**src/adcclk_defs.vh**
```
// constants for the adc clock and decimation control block
`ifndef ADCCLK_DEFS_VH
`define ADCCLK_DEFS_VH
`define ADCCLK_OFF_RATE      8'h04
`define ADCCLK_OFF_REF       8'h05
`define ADCCLK_OFF_STATUS    8'h08
`define ADCCLK_OFF_CMD       8'h0c
`define ADCCLK_RATE_CODE_LSB 0
`define ADCCLK_RATE_CLK_BIT  4
`define ADCCLK_REF_SEL_LSB   0
`define ADCCLK_REF_NBUF_BIT  2
`define ADCCLK_REF_PBUF_BIT  3
`define ADCCLK_RATE_RST      5'h00
`define ADCCLK_REF_RST       4'h0
`define ADCCLK_REF_INTERNAL  2'h2
`define ADCCLK_MOD_DIV       16
`define ADCCLK_CFG_DELAY_MOD 14
`define ADCCLK_CMD_RESET     32'h00000006
`endif

```
**src/adcclk_ctrl.v**
```verilog
// adc clock select, modulator divider, decimation timing and reference buffer control
//
// Chosen here: the AHB-Lite interface to the registers and the address map.
`timescale 1ns/1ps
`include "adcclk_defs.vh"

module adcclk_ctrl #(
  parameter OSR_W = 17
) (
  input  wire        hclk,
  input  wire        hresetn,
  input  wire        hsel,
  input  wire [31:0] haddr,
  input  wire [1:0]  htrans,
  input  wire        hwrite,
  input  wire [2:0]  hsize,
  input  wire [31:0] hwdata,
  input  wire        hready,
  output reg  [31:0] hrdata,
  output wire        hreadyout,
  output wire        hresp,
  input  wire        osc_clk_tick,
  input  wire        ext_clk_tick,
  input  wire        start_conv,
  output wire        sys_clk_tick,
  output wire        mod_clk_tick,
  output reg         data_ready,
  output reg         converting,
  output wire        pos_refbuf_disable,
  output wire        neg_refbuf_disable,
  output wire [1:0]  ref_source_select,
  output wire        internal_ref_routed
);
  localparam ST_IDLE  = 2'd0;
  localparam ST_DELAY = 2'd1;
  localparam ST_CONV  = 2'd2;

  reg  [4:0]       rate_r;
  reg  [3:0]       ref_r;
  reg  [1:0]       state_r;
  reg  [1:0]       state_nxt;
  reg  [3:0]       dly_cnt_r;
  reg  [3:0]       dly_cnt_nxt;
  reg              wr_pend_r;
  reg  [7:0]       wr_addr_r;
  reg  [31:0]      rd_data_nxt;
  reg  [OSR_W-1:0] osr;
  reg              cfg_restart;
  reg              restart_nxt;
  wire [3:0]       rate_code;
  wire             clk_sel_ext;
  wire             addr_ok;
  wire             dec_tick;
  wire             soft_reset;

  assign hreadyout = 1'b1;
  assign hresp     = 1'b0;
  assign addr_ok   = hsel && hready && htrans[1];

  // write data arrives one cycle after the address phase
  always @(posedge hclk or negedge hresetn) begin
    if (!hresetn) begin
      wr_pend_r <= 1'b0;
      wr_addr_r <= 8'h00;
    end else begin
      wr_pend_r <= addr_ok && hwrite;
      wr_addr_r <= haddr[7:0];
    end
  end

  assign soft_reset = wr_pend_r && (wr_addr_r == `ADCCLK_OFF_CMD) && (hwdata == `ADCCLK_CMD_RESET);

  always @(posedge hclk or negedge hresetn) begin
    if (!hresetn) begin
      rate_r <= `ADCCLK_RATE_RST;
      ref_r  <= `ADCCLK_REF_RST;
    end else if (soft_reset) begin
      rate_r <= `ADCCLK_RATE_RST;
      ref_r  <= `ADCCLK_REF_RST;
    end else if (wr_pend_r && wr_addr_r == `ADCCLK_OFF_RATE) begin
      rate_r <= hwdata[4:0];
    end else if (wr_pend_r && wr_addr_r == `ADCCLK_OFF_REF) begin
      ref_r <= hwdata[3:0];
    end
  end

  // restart both dividers on any rate/clock write so no odd-length period escapes
  always @* begin
    restart_nxt = soft_reset || (wr_pend_r && wr_addr_r == `ADCCLK_OFF_RATE);
  end

  always @(posedge hclk or negedge hresetn) begin
    if (!hresetn) cfg_restart <= 1'b0;
    else cfg_restart <= restart_nxt;
  end

  assign rate_code          = rate_r[`ADCCLK_RATE_CODE_LSB +: 4];
  assign clk_sel_ext        = rate_r[`ADCCLK_RATE_CLK_BIT];
  assign pos_refbuf_disable = ref_r[`ADCCLK_REF_PBUF_BIT];
  assign neg_refbuf_disable = ref_r[`ADCCLK_REF_NBUF_BIT];
  assign ref_source_select  = ref_r[`ADCCLK_REF_SEL_LSB +: 2];
  assign internal_ref_routed = (ref_source_select == `ADCCLK_REF_INTERNAL);

  // all timing counts in ticks of the chosen source, so rates track its real frequency
  assign sys_clk_tick = clk_sel_ext ? ext_clk_tick : osc_clk_tick;

  adcclk_tick_div #(.W(5)) u_mod_div (
    .clk     (hclk),
    .rst_n   (hresetn),
    .en      (sys_clk_tick),
    .restart (cfg_restart),
    .ratio   (5'd16),
    .tick    (mod_clk_tick)
  );

  // reserved codes fall back to the slowest ratio rather than an undefined one
  always @* begin
    case (rate_code)
      4'h0: osr = 17'd102400;
      4'h1: osr = 17'd51200;
      4'h2: osr = 17'd25600;
      4'h3: osr = 17'd15360;
      4'h4: osr = 17'd12800;
      4'h5: osr = 17'd5120;
      4'h6: osr = 17'd4264;
      4'h7: osr = 17'd2560;
      4'h8: osr = 17'd1280;
      4'h9: osr = 17'd640;
      4'ha: osr = 17'd320;
      4'hb: osr = 17'd256;
      4'hc: osr = 17'd128;
      4'hd: osr = 17'd64;
      default: osr = 17'd102400;
    endcase
  end

  // decimator counts only while sampling; held restarted outside the conversion state
  adcclk_tick_div #(.W(OSR_W)) u_dec_div (
    .clk     (hclk),
    .rst_n   (hresetn),
    .en      (mod_clk_tick && state_r == ST_CONV),
    .restart (cfg_restart || state_r != ST_CONV),
    .ratio   (osr),
    .tick    (dec_tick)
  );

  always @* begin
    state_nxt   = state_r;
    dly_cnt_nxt = dly_cnt_r;
    case (state_r)
      ST_IDLE: begin
        if (start_conv) begin
          state_nxt   = ST_DELAY;
          dly_cnt_nxt = 4'd0;
        end
      end
      ST_DELAY: begin
        if (mod_clk_tick) begin
          if (dly_cnt_r == 4'd13) state_nxt = ST_CONV;
          dly_cnt_nxt = dly_cnt_r + 4'd1;
        end
      end
      ST_CONV: begin
        state_nxt = ST_CONV;
      end
      default: state_nxt = ST_IDLE;
    endcase
    if (cfg_restart && state_r != ST_IDLE) begin
      state_nxt   = ST_DELAY;
      dly_cnt_nxt = 4'd0;
    end
  end

  always @(posedge hclk or negedge hresetn) begin
    if (!hresetn) begin
      state_r    <= ST_IDLE;
      dly_cnt_r  <= 4'd0;
      data_ready <= 1'b0;
      converting <= 1'b0;
    end else begin
      state_r    <= state_nxt;
      dly_cnt_r  <= dly_cnt_nxt;
      data_ready <= dec_tick;
      converting <= (state_nxt != ST_IDLE);
    end
  end

  always @* begin
    rd_data_nxt = 32'h00000000;
    case (haddr[7:0])
      `ADCCLK_OFF_RATE:   rd_data_nxt = {27'h0, rate_r};
      `ADCCLK_OFF_REF:    rd_data_nxt = {28'h0, ref_r};
      `ADCCLK_OFF_STATUS: rd_data_nxt = {29'h0, internal_ref_routed, state_r};
      default:            rd_data_nxt = 32'h00000000;
    endcase
  end

  always @(posedge hclk or negedge hresetn) begin
    if (!hresetn) hrdata <= 32'h00000000;
    else if (addr_ok && !hwrite) hrdata <= rd_data_nxt;
  end
endmodule // adcclk_ctrl

```
**src/adcclk_tick_div.v**
```verilog
// tick divider with synchronous restart, used for clock division and decimation
`timescale 1ns/1ps
module adcclk_tick_div #(
  parameter W = 17
) (
  input  wire         clk,
  input  wire         rst_n,
  input  wire         en,
  input  wire         restart,
  input  wire [W-1:0] ratio,
  output reg          tick
);
  reg [W-1:0] cnt_r;

  always @(posedge clk or negedge rst_n) begin
    if (!rst_n) begin
      cnt_r <= {W{1'b0}};
      tick  <= 1'b0;
    end else if (restart) begin
      cnt_r <= {W{1'b0}};
      tick  <= 1'b0;
    end else if (en) begin
      if (cnt_r == ratio - {{(W-1){1'b0}}, 1'b1}) begin
        cnt_r <= {W{1'b0}};
        tick  <= 1'b1;
      end else begin
        cnt_r <= cnt_r + {{(W-1){1'b0}}, 1'b1};
        tick  <= 1'b0;
      end
    end else begin
      tick <= 1'b0;
    end
  end
endmodule // adcclk_tick_div

```
**config.mk**
```make
export PLATFORM = sky130hd
export DESIGN_NAME = adcclk_ctrl
export DESIGN_NICKNAME = d
export VERILOG_FILES = /design/src/adcclk_ctrl.v /design/src/adcclk_tick_div.v
export VERILOG_INCLUDE_DIRS = /design/src /design/src/src
export SDC_FILE = /design/constraint.sdc
export NUM_CORES = 1
export LEC_CHECK = 0
export ABC_AREA = 1
export BUFFER_PORTS_ARGS = -buffer_cell sky130_fd_sc_hd__buf_2
export CORE_MARGIN = 5
export CORE_UTILIZATION = 50
export DETAILED_ROUTE_END_ITERATION = 12
export PLACE_DENSITY = 0.87
export SLEW_MARGIN = 20
export SYNTH_ARGS = -nofsm -noshare
export SYNTH_HDL_FRONTEND = slang
export SYNTH_SLANG_ARGS = --single-unit
export TNS_END_PERCENT = 10
```
**constraint.sdc**
```tcl
create_clock -name hclk -period 4.25 [get_ports hclk]
set_input_delay 0.2125 -clock hclk [delete_from_list [all_inputs] [get_ports hclk]]
set_output_delay 0.2125 -clock hclk [all_outputs]
set_load 0.02 [all_outputs]
```
==> results of run 1 <==
cells in the final DEF, fill, tap and decap left out, types with 2 or more instances in the layout:
| master | n |
|---|---|
| nand2_1 | 139 |
| inv_1 | 74 |
| buf_2 | 62 |
| dfrtp_1 | 56 |
| nor2_1 | 47 |
| nand3_1 | 33 |
| conb_1 | 29 |
| o21ai_0 | 25 |
| nand3_2 | 15 |
| xor2_1 | 14 |
| nand4_1 | 11 |
| ha_1 | 11 |
| nand2_2 | 10 |
| nor4_1 | 7 |
| nor3_1 | 7 |
| nor2_2 | 7 |
| a21oi_1 | 7 |
| clkbuf_8 | 6 |
| nand3_4 | 5 |
| inv_2 | 4 |
| nand2_4 | 3 |
| nor2_4 | 3 |
| o22ai_1 | 3 |
| o31ai_1 | 2 |
| buf_4 | 2 |
sequential cells by signal, summed over array words and instances, names as in the netlist, 2 cells and up:
signal           cells
state_r              2
hrdata               5
rate_r               5
u_mod_div.cnt_r      5
wr_addr_r            8
dly_cnt_r            4
u_dec_div.cnt_r     17
ref_r                4
power groups by stage:
stage	logic (mW)	clock network, mW	registers, mW
floorplan	0.192	0	0.602
global placement	0.221	0	0.608
detailed placement	0.231	0	0.610
CTS	0.232	0.298	0.600
global route	0.266	0.322	0.607
finish	0.232	0.293	0.600
how the worst max path moves through the flow:
stage                          end  slack (ns)  cells after the start
2_1_floorplan   u_dec_div.cnt_r[0]        2.06                     15
3_3_place_gp   u_dec_div.cnt_r[16]        1.63                     13
3_5_place_dp    u_dec_div.cnt_r[0]        1.52                     13
4_1_cts         u_dec_div.cnt_r[0]        1.49                     13
5_1_grt         u_dec_div.cnt_r[0]        1.21                     13
6_report        u_dec_div.cnt_r[0]        1.49                     13
metal layers:
layer | vias up | share of wire, % | GRT usage (%)
li1 | 1734 | - | -
met1 | 1586 | 43 | 22.02
met3 | 9 | 4.2 | 2.406
met5 | - | 0 | 0
met4 | 0 | 1.1 | 4.307
met2 | 82 | 52 | 31.61
layout make-up:
type / count / area, um^2
Fill cell: 701 / 3382
Multi-Input combinational cell: 388 / 2067
Sequential cell: 56 / 1401
Timing Repair Buffer: 64 / 325.3
Inverter: 78 / 292.8
Tap cell: 102 / 127.6
Clock buffer: 6 / 82.58
Clock inverter: 1 / 8.758
critical path, delay by kind of cell, from the launching register on:
kind,cells,cell delay [ns]
flops,1,0.75
simple gates,11,1.42
buf+inv,2,0.49
cells by family after synthesis:
family | share of synthesized area, %
AO/OA/AOI/OAI | 5.942
XOR/XNOR | 3.337
adder cells (fa/ha/maj) | 3.495
buffers and inverters | 14.49
flip-flops | 35.59
other | 0.1907
AND/OR/NAND/NOR | 36.96
==> metrics list, run 1 <==
- In this run, synthesis inferred 0 flip-flops with an integrated enable.
- Number of global-route vias before repair: 3409
- Count of antenna diodes in the layout: 0
* Time the final worst path needs with I/O delays and setup: 2.762 ns
- Measured on the finished design, the core utilization comes to 56.01%.
- Final worst path period share: 64.98%
* List of most frequent post-synthesis cells: nand2_1, inv_1, dfrtp_1
- Endpoints failing hold: 0
- The count of buffers added on input and output ports is 62.
- TritonCTS clock tree: built
- Post-CTS Resized: 0
- The internal power of the cells totals 0.7781 mW.
* Routed length per placed instance: 12.01 um
- The run finished with clean final reports.
- Power density of the placed cells: 261.5 nW/um^2
- Category of the most critical setup path: reg -> reg
- The clock tree synthesis step divided the H-tree into 2 levels.
- The slowest stage of the critical path is the dfrtp_1 cell.
- Setup violations remaining at the end of the flow were counted as 0.
- Walking the worst path, the cells encountered are inv_1 > nand3b_1 > nand2_1 > inv_2 > nand2_2 > nor2_4 > nor2_1 > nor2_1 > nand3_1 > nor2_2 > nand3_4 > nand3_1 > nand2_1.
- The detailed router placed 3411 vias in this run.
* Detailed placer's ending HPWL: 6.659 mm
* Psw: 0.3477 mW
* Number of synthesis warnings: 0
- Synth Flop Type: dfrtp_1
- IR drop worst, VDD: 0.2692 mV
- The number of hold buffers added after CTS was 0.
* Layout overhead on the synthesized area: 9.342%
- Across the routed clock network, the largest skew measured is 0.009815 ns.
- Synthesis produced 531 cells.
* GRT Total Usage: 17.51%
- In this run the remaining antenna-violating nets after routing total 0.
* Top fanout value on the critical path: 16
- Entering global routing, the biggest net connects 57 pins.
* Count of pins over their slew limit: 0
- Startpoint type of the worst setup path: flop
* Worst-case hold slack: 0.02632 ns
- In this run, placement finished with an instance count of 688.
- Path type of the worst min-delay path: in -> async
* Switching share of total power: 30.88%
- Count of routing violations after the opening detailed-route iteration: 242
- Remaining Overflow, GRT: 0
- Initial core utilization: 51.22%
- Post-layout nets: 681
- Summed over all instances, the cell type with the most area after synthesis is dfrtp_1.
- Critical path launch point: rate_r[3]
- Relative contribution of the clock network to total power: 26.0%
- In the post-synthesis netlist, the cell with the most instances is nand2_1.
- Signal arrival time at the worst endpoint: 2.96 ns
- Worst slack at placement: 1.522 ns
- The worst setup path is captured at a flop.
* Netlist area before placement: 3938 um^2
- Cells taking the most area after synthesis: dfrtp_1, nand2_1, inv_1
* Post CTS Setup Buffer Count: 0
- The first global-routing pass estimated 14.54 mm of wire.
- Maxcap violations: 0
- Share of final-layout standard cells stronger than drive strength 1: 20.24%
* Clk sinks: 56
- Flop-to-flop setup slack: 1.49 ns
- After routing the design area is 4305 um^2.
- After detailed routing, the total wire length is 8.350 mm.
* Fin worst setup slack: 1.488 ns
* Cell leakage power: 2.330 nW
- Using the TritonRoute via totals, the vias-per-cell ratio works out to 4.908.
- Pin placement for this block handled 120 I/O pins.
- The congestion estimate from routability-driven global placement came to 0.8410.
* Detailed Routing Iterations Pass 1: 5
- Number of buffers inserted during clock tree synthesis: 5
- Async S/R FF share, synth: 100.0%
* Startpoint of the most critical register-to-register path: rate_r[3]
- Avg Synthesized Cell Area: 7.415 um^2
- Max-Slew Margin vs Limit: 26.40%
- Total number of placement rows: 32
- Maximum count of clock buffers along a single path: 2
- Placed cell area: 4214 um^2
- The number of different library cells used by synthesis comes to 35.
- The initial antenna violation count came to 0.
* Critical path's largest stage delay: 0.75 ns
- Number of DRC violations after detailed routing: 0
- RSZ-0062 raised after global routing: false
* Clock root cell: clkbuf_8
- Of the total power, combinational logic draws 20.6%.
- The top cell type by area accounts for 35.59% of the synthesized area.
- Clock-pin transition on the worst setup and hold timing paths: 0.10 ns
* Flop pwr share: 53.3%
- For the worst-skew pair, the clock arrives at the later sink with an insertion delay of 0.31 ns.
- The worst register-to-register path ends at u_dec_div.cnt_r[0].
* Required time worst endpoint: 4.45 ns
- The worst register-to-register path has a depth of 13.
- Setup_tns: 0 ns
- Die width: 98.74 um
- The design draws 1.126 mW.
- Derived from the worst setup path, the maximum achievable clock frequency is 362.1 MHz.
* DIE AREA: 9750 um^2
- Measured slew at the worst slew-check pin: 1.100 ns
- Excluding fillers, the count of instances in the completed layout stands at 695.
* Die H: 98.74 um
- Summing the sequential cell areas from Yosys gives 35.59% of the chip area.
- In this run the standard cell core region covers 7687 um^2.
- Flops & latches, synth: 56
No activity file was read; power rests on OpenSTA's default activity.
==> run 2, diff against run 1 <==
==> constraint.sdc (replaced) <==
create_clock -name hclk -period 2.85 [get_ports hclk]
set_input_delay 0.1425 -clock hclk [delete_from_list [all_inputs] [get_ports hclk]]
set_output_delay 0.1425 -clock hclk [all_outputs]
set_load 0.02 [all_outputs]
==> metrics list, run 2 (synthesis gave the netlist of run 1 again) <==
* Run status: finished clean (unchanged)
- The total placed cells including tap cells came to 690 (was 688).
* Clk sinks: 56 (unchanged)
* Worst hold path depth: 3
* Slowest cell on the critical path: dfrtp_1 (unchanged)
- Non-filler instance count after layout: 707 (was 695)
- The post-cts repair resize count is 0 (unchanged).
- Largest registers in the final layout: u_dec_div.cnt_r (17), wr_addr_r (8) (unchanged).
- Switching share of total power: 30.03% (was 30.88%)
- Most used cell, CP: nand2_1
- The top-level I/O count was 120 (unchanged).
- The type of the worst min-delay path is in -> reg (was in -> async).
- Detailed Routing Iterations Pass 1: 5 (unchanged)
- The sequential share of power came to 49.3% (was 53.3%).
- The clock-pin slew reported for the worst setup and hold paths after clock tree synthesis came to 0.10 ns (about the same).
- The path depth of the worst reg2reg path was 14 (was 13).
- The chip height came to 98.74 um (unchanged).
* Fill count: 675 (was 701)
* Fmax achieved: 380.4 MHz (was 362.1 MHz)
- The largest fanout on the critical path is 16 (unchanged).
* Number of buffers inserted during clock tree synthesis: 5 (unchanged)
* TritonCTS clock tree: built (unchanged)
* Post-route ant nets: 0 (unchanged)
* Count of routing violations after the opening detailed-route iteration: 241 (was 242)
- Share of final-layout standard cells stronger than drive strength 1: 20.33% (was 20.24%)
- The cell internal power dissipation came to 1.264 mW (was 0.7781 mW).
- The count of buffering cells on the critical path with inverters included was 2 (unchanged).
- Layout overhead on the synthesized area: 12.77% (was 9.342%)
* Crit-path leading delay family: simple AND/OR/NAND/NOR gates (unchanged)
- The endpoint required time on the critical path was 3.06 ns (was 4.45 ns).
* Number of vias per cell: 5.030 (was 4.908)
- Clock tree skew after final layout: 0.009573 ns (was 0.009815 ns)
* Startpoint type of the worst setup path: flop (unchanged)
- Setup_tns: 0 ns (unchanged)
- The effective utilization at floorplan came to 51.22% (unchanged).
- Number of flip-flops in the largest register: 17 (unchanged)
- The register with the most flip-flops is u_dec_div.cnt_r (unchanged).
- The core footprint came to 7687 um^2 (unchanged).
- Port Buffer Count: 62 (unchanged)
- Via Count: 3556 (was 3411)
- The time the worst path needs with I/O delays and setup was 2.629 ns (was 2.762 ns).
* RSZ-0062 raised after global routing: false (unchanged)
- Total detailed-routing wirelength: 9.005 mm (was 8.350 mm)
* Endpoints failing hold: 0 (unchanged)
- The clock latency at the later pin of the worst-skew pair came to 0.31 ns (about the same).
* Most common cell after layout, fill and taps aside: nand2_1 (unchanged)
- The fraction of power consumed by the clock network is 30.0% (was 26.0%).
- The global-route usage over all layers was 18.80% (was 17.51%).
- The maximum level of the CTS H-tree is 2 (unchanged).
- The average wire length per cell after detail routing was 12.74 um (was 12.01 um).
* Wire length of the first global-routing pass: 15.49 mm (was 14.54 mm)
- The leakage power was 2.392 nW (was 2.330 nW).
- Number of DRC violations after detailed routing: 0 (unchanged)
* Total number of placement rows: 32 (unchanged)
- The clock root buffer is clkbuf_8 (unchanged).
- Final worst path period share: 92.24% (was 64.98%)
- The final setup violation count was 0 (unchanged).
- The peak supply drop is 0.3531 mV (was 0.2692 mV).
* Remaining Overflow, GRT: 0 (unchanged)
- Maxcap violations: 0 (unchanged)
- Psw: 0.5427 mW (was 0.3477 mW)
- The arrival time of data at the critical path endpoint came to 2.84 ns (was 2.96 ns).
* Max-Slew Margin vs Limit: 51.48% (was 26.40%)
- GPL Wtd Cong: 0.8922 (was 0.8410)
- The category of the worst setup path capture point was a flop (unchanged).
- Die width: 98.74 um (unchanged)
* Cell Chain, Critical Path: inv_1 > ha_1 > nand3b_1 > nand2_1 > inv_2 > nand2_1 > nor2_1 > a21oi_1 > nor2_2 > nand2_1 > nor2_4 > nand3_4 > nand3_1 > nand2_1 (was inv_1 > nand3b_1 > nand2_1 > inv_2 > nand2_2 > nor2_4 > nor2_1 > nor2_1 > nand3_1 > nor2_2 > nand3_4 > nand3_1 > nand2_1)
- The total power divided by cell area was 407.0 nW/um^2 (was 261.5 nW/um^2).
* Cell count along the critical path: 14 (was 13)
- The critical path class was reg -> reg (unchanged).
- DIE AREA: 9750 um^2 (unchanged)
* Most used cells in the layout excluding fill and tap cells: nand2_1, inv_1, buf_2 (unchanged)
- Detailed placer's ending HPWL: 6.945 mm (was 6.659 mm)
- Count of antenna diodes in the layout: 0 (unchanged)
- Critical path's largest stage delay: 0.50 ns (was 0.75 ns)
* Measured slew at the worst slew-check pin: 0.7279 ns (was 1.100 ns)
* Combinational Power Share: 20.6% (about the same)
- Maximum count of clock buffers along a single path: 2 (unchanged)
- The number of global-route vias before repair is 3607 (was 3409).
- The total count of max-transition violations in the final report is 0 (unchanged).
- The initial antenna violation count is 0 (unchanged).
- Post-layout nets: 692 (was 681)
* Largest net degree at the start of global routing: 35 (was 57)
[run 2: changes by cell type in the layout (fill, tap and decap cells not counted)]
cell / before / now
dlygate4sd3_1: 0 / 9
buf_4: 2 / 4
bufinv_16: 0 / 1
[run 2: final cells by class]
type / count / area (um^2) / area share (%)
timing repair buffer: 75 / 430.4 / 9.693
multi-input combinational: 388 / 2067 / 46.55
inverter: 78 / 292.8 / 6.593
clock inverter: 2 / 38.79 / 0.8735
tap: 102 / 127.6 / 2.874
sequential: 56 / 1401 / 31.56
clock buffer: 6 / 82.58 / 1.860
[run 2: metrics by stage]
step | worst slack (ns) | hold slack [ns] | total power, mW | area (um^2) | utilization, %
finish | 0.2211 | 0.05741 | 1.807 | 4441 | 57.76
global route | 0.04986 | 0.06026 | 1.912 | 4441 | 57.76
CTS | 0.2535 | 0.05990 | 1.811 | 4441 | 57.76
detailed placement | 0.2577 | 0.2498 | 1.265 | 4229 | 55.01
global placement | 0.3850 | 0.2446 | 1.238 | 4229 | 55.01
floorplan | 0.6616 | -0.1531 | 1.184 | 4039 | -
[run 2: power groups by stage]
stage                     clock [mW]  combinational [mW]  sequential (mW)
final                          0.543               0.373            0.891
after global routing           0.586               0.424            0.902
after CTS                      0.551               0.369            0.891
after detailed placement           0               0.359            0.906
after global placement             0               0.336            0.903
after floorplan                    0               0.286            0.898
[run 2: timing repair]
action	CTS	global route
setup buffers	0	0
endpoints found under the hold margin	41	0
hold buffers	9	0
[run 2: layer usage]
| metal | GRT usage, % | vias to the layer above | wire (um) |
|---|---|---|---|
| li1 | - | 1757 | - |
| met1 | 22.20 | 1651 | 3612 |
| met2 | 35.02 | 129 | 4720 |
| met3 | 2.406 | 19 | 497 |
| met4 | 5.987 | 0 | 174 |
| met5 | 0 | - | 0 |
[run 2: final timing paths]
check / from / endpoint / slack [ns]
setup / recovery: rate_r[1] / u_dec_div.cnt_r[7] / 0.22
hold / removal: hwrite / wr_pend_r / 0.06
setup reg to reg: rate_r[1] / u_dec_div.cnt_r[7] / 0.22
hold reg to reg: u_dec_div.tick / data_ready / 0.36
max in group asynchronous: hresetn / hrdata[0] / 1.65
min in group asynchronous: hresetn / dly_cnt_r[1] / 0.42
[run 2: worst register-to-register path: cells and delay by family, from the launching register on]
family	cells	cell delay [ns]
simple gates	10	1.21
compound gates	1	0.11
fa+ha+maj	1	0.39
flops	1	0.50
buf+inv	2	0.30
==> run 3, diff against run 2 <==
--- a/config.mk
+++ b/config.mk
@@ -9,9 +9,9 @@
 export ABC_AREA = 1
 export BUFFER_PORTS_ARGS = -buffer_cell sky130_fd_sc_hd__buf_2
 export CORE_MARGIN = 5
-export CORE_UTILIZATION = 50
+export CORE_UTILIZATION = 47
 export DETAILED_ROUTE_END_ITERATION = 12
-export PLACE_DENSITY = 0.87
+export PLACE_DENSITY = 0.86
 export SLEW_MARGIN = 20
 export SYNTH_ARGS = -nofsm -noshare
 export SYNTH_HDL_FRONTEND = slang
==> constraint.sdc (replaced) <==
create_clock -name hclk -period 2.2 [get_ports hclk]
set_input_delay 0.11 -clock hclk [delete_from_list [all_inputs] [get_ports hclk]]
set_output_delay 0.11 -clock hclk [all_outputs]
set_load 0.02 [all_outputs]
==> metrics list, run 3 (synthesis gave the netlist of run 1 again) <==
- The global routing usage on met3 was 2.548% (was 2.406%).
- The top-level I/O count is 120 (unchanged).
- Count of antenna diodes in the layout: 0 (unchanged)
- Detailed placer's ending HPWL: 6.949 mm (was 6.945 mm)
- Post-route ant nets: 0 (unchanged)
- The count of port buffers added during placement was 62 (unchanged).
* DIE AREA: 10310 um^2 (was 9750 um^2)
- The category of the worst setup path launch point was a flop (unchanged).
- Count of pins over their slew limit: 0 (unchanged)
- The count of max-cap constraint violations is 0 (unchanged).
* Largest net degree at the start of global routing: 27 (was 35)
- The global routing met2 resource utilization was 32.85% (was 35.02%).
- The highest clock rate was 431.7 MHz (was 380.4 MHz).
- The most common library cell in the layout ignoring fill and taps is nand2_1 (unchanged).
* Skew-Pair Late Insertion Delay: 0.31 ns (about the same)
* Routed length per placed instance: 12.63 um (was 12.74 um)
- The final net count came to 709 (was 692).
- The clock-pin slew reported for the worst setup and hold paths after clock tree synthesis was 0.11 ns (was 0.10 ns).
* Largest registers in the final layout: u_dec_div.cnt_r (17), wr_addr_r (8) (unchanged)
- Number of flip-flops in the largest register: 17 (unchanged)
- Register bank with the most flops: u_dec_div.cnt_r (unchanged)
- The via-per-instance ratio is 5.039 (was 5.030).
* Failing checks: setup timing
- Most used cells in the layout excluding fill and tap cells: nand2_1, inv_1, buf_2 (unchanged)
* Fin worst setup slack: -0.1167 ns (was 0.2211 ns)
* Number of buffers inserted during clock tree synthesis: 5 (unchanged)
* Wire length of the first global-routing pass: 15.29 mm (was 15.49 mm)
- Maximum count of clock buffers along a single path: 2 (unchanged)
* Layout overhead on the synthesized area: 18.02% (was 12.77%)
- Category of the most critical setup path: reg -> reg (unchanged)
- Power density of the placed cells: 489.6 nW/um^2 (was 407.0 nW/um^2)
* Measured slew at the worst slew-check pin: 0.4993 ns (was 0.7279 ns)
- The share of post-route cells with drive strength above 1 came to 24.76% (was 20.33%).
- GPL Wtd Cong: 0.8835 (was 0.8922)
* Final worst path period share: 105.3% (was 92.24%)
- The post-detailed-route DRC marker count came to 0 (unchanged).
- The detailed-route via count came to 3663 (was 3556).
- The final setup skew came to 0.007755 ns (was 0.009573 ns).
- Non-filler instance count after layout: 727 (was 707)
- The effective utilization at floorplan is 48.16% (was 51.22%).
- Global-route layer with the greatest usage: met2 (unchanged)
* Die width: 101.5 um (was 98.74 um)
- Global Route met1 Usage: 21.19% (was 22.20%)
- The clock root buffer is clkbuf_8 (unchanged).
- IR drop worst, VDD: 0.4528 mV (was 0.3531 mV)
* Max-Slew Margin vs Limit: 66.41% (was 51.48%)
- Signal arrival time at the worst endpoint: 2.53 ns (was 2.84 ns)
- The floorplan row count was 33 (was 32).
- Time the final worst path needs with I/O delays and setup: 2.317 ns (was 2.629 ns)
- GRT Total Usage: 18.10% (was 18.80%)
* TritonCTS clock tree: built (unchanged)
- Count of routing violations after the opening detailed-route iteration: 116 (was 241)
- The core footprint was 8175 um^2 (was 7687 um^2).
- The maximum level of the CTS H-tree was 2 (unchanged).
* Path type of the worst min-delay path: in -> reg (unchanged)
- Setup_tns: -1.080 ns (was 0 ns)
- The number of hold-slack violations in the final timing report came to 0 (unchanged).
- The number of global-route vias before repair was 3568 (was 3607).
* Total detailed-routing wirelength: 9.185 mm (was 9.005 mm)
* Top fanout value on the critical path: 8 (was 16)
- RSZ-0062 raised after global routing: true (was false).
- The endpoint required time on the critical path came to 2.42 ns (was 3.06 ns).
- Die H: 101.5 um (was 98.74 um)
- Cell count after placement: 705 (was 690)
* Cell leakage power: 2.463 nW (was 2.392 nW)
- The number of detailed-route iterations in the first pass is 4 (was 5).
- Worst setup EP type: flop (unchanged)
* Run status: finished with violations (was finished clean)
- The clock sink count was 56 (unchanged).
- Number of setup violations in the final report: 16 (was 0)
* Remaining Overflow, GRT: 0 (unchanged)
* Worst-case hold slack: 0.004420 ns (was 0.05741 ns)
* Number of antenna violations at the first check in global routing: 0 (unchanged)
run 3: critical path, cell delays in order, from the launching register on:
cell,delay (ns)
dfrtp_1,0.42
inv_2,0.14
ha_4,0.22
nand3b_1,0.18
nand2_2,0.14
inv_2,0.07
nand2_2,0.08
nor2_4,0.06
buf_4,0.13
a21o_1,0.15
nand2_1,0.06
inv_2,0.04
nor2_4,0.14
nand3_4,0.19
nand3_2,0.13
nand2_2,0.05
run 3: where the power goes:
group          leakage (nW)  switching [mW]  internal, mW
clock network        0.0485           0.358         0.229
logic                  1.69           0.329         0.204
registers             0.726          0.0628          1.09
total                  2.46           0.750          1.53
run 3: area by class of cell:
class                      instances  area (um^2)
multi-input combinational        389         2162
inverter                          78        295.3
timing repair buffer              91        565.5
fill                             716         3528
sequential                        56         1401
clock inverter                     3        22.52
tap                              105        131.4
clock buffer                       5        68.82
run 3: per-stage QoR:
step / power (mW) / cell area, um^2 / setup slack (ns) / utilization [%]
CTS: 2.259 / 4564 / -0.03321 / 55.83
global route: 2.392 / 4647 / -0.2557 / 56.84
floorplan: 1.534 / 4039 / 0.01162 / -
global placement: 1.623 / 4335 / -0.04100 / 53.03
finish: 2.275 / 4647 / -0.1167 / 56.84
detailed placement: 1.653 / 4335 / -0.1336 / 53.03
run 3: repair_timing:
item	CTS	global route
hold buffers	10	0
pin swaps	2	11
endpoints found under the hold margin	23	0
gates resized for setup	8	14
setup buffers	0	3
cloned	1	0
setup endpoints to repair	16	16
run 3: final timing paths:
kind	from	end	slack (ns)	cells after the start
worst max-delay path	rate_r[0]	u_dec_div.cnt_r[15]	-0.12	15
worst max register to register	rate_r[0]	u_dec_div.cnt_r[15]	-0.12	15
max in group asynchronous	hresetn	u_dec_div.cnt_r[7]	1.34	3
worst min-delay path	hwdata[4]	rate_r[4]	0.004	3
min in group asynchronous	hresetn	wr_addr_r[4]	0.21	2
worst min register to register	u_dec_div.tick	data_ready	0.36	0
run 3: layer usage:
metal	vias up	wire, um
li1	1798	-
met1	1734	3716
met2	110	4773
met3	21	473
met4	0	221
met5	-	0
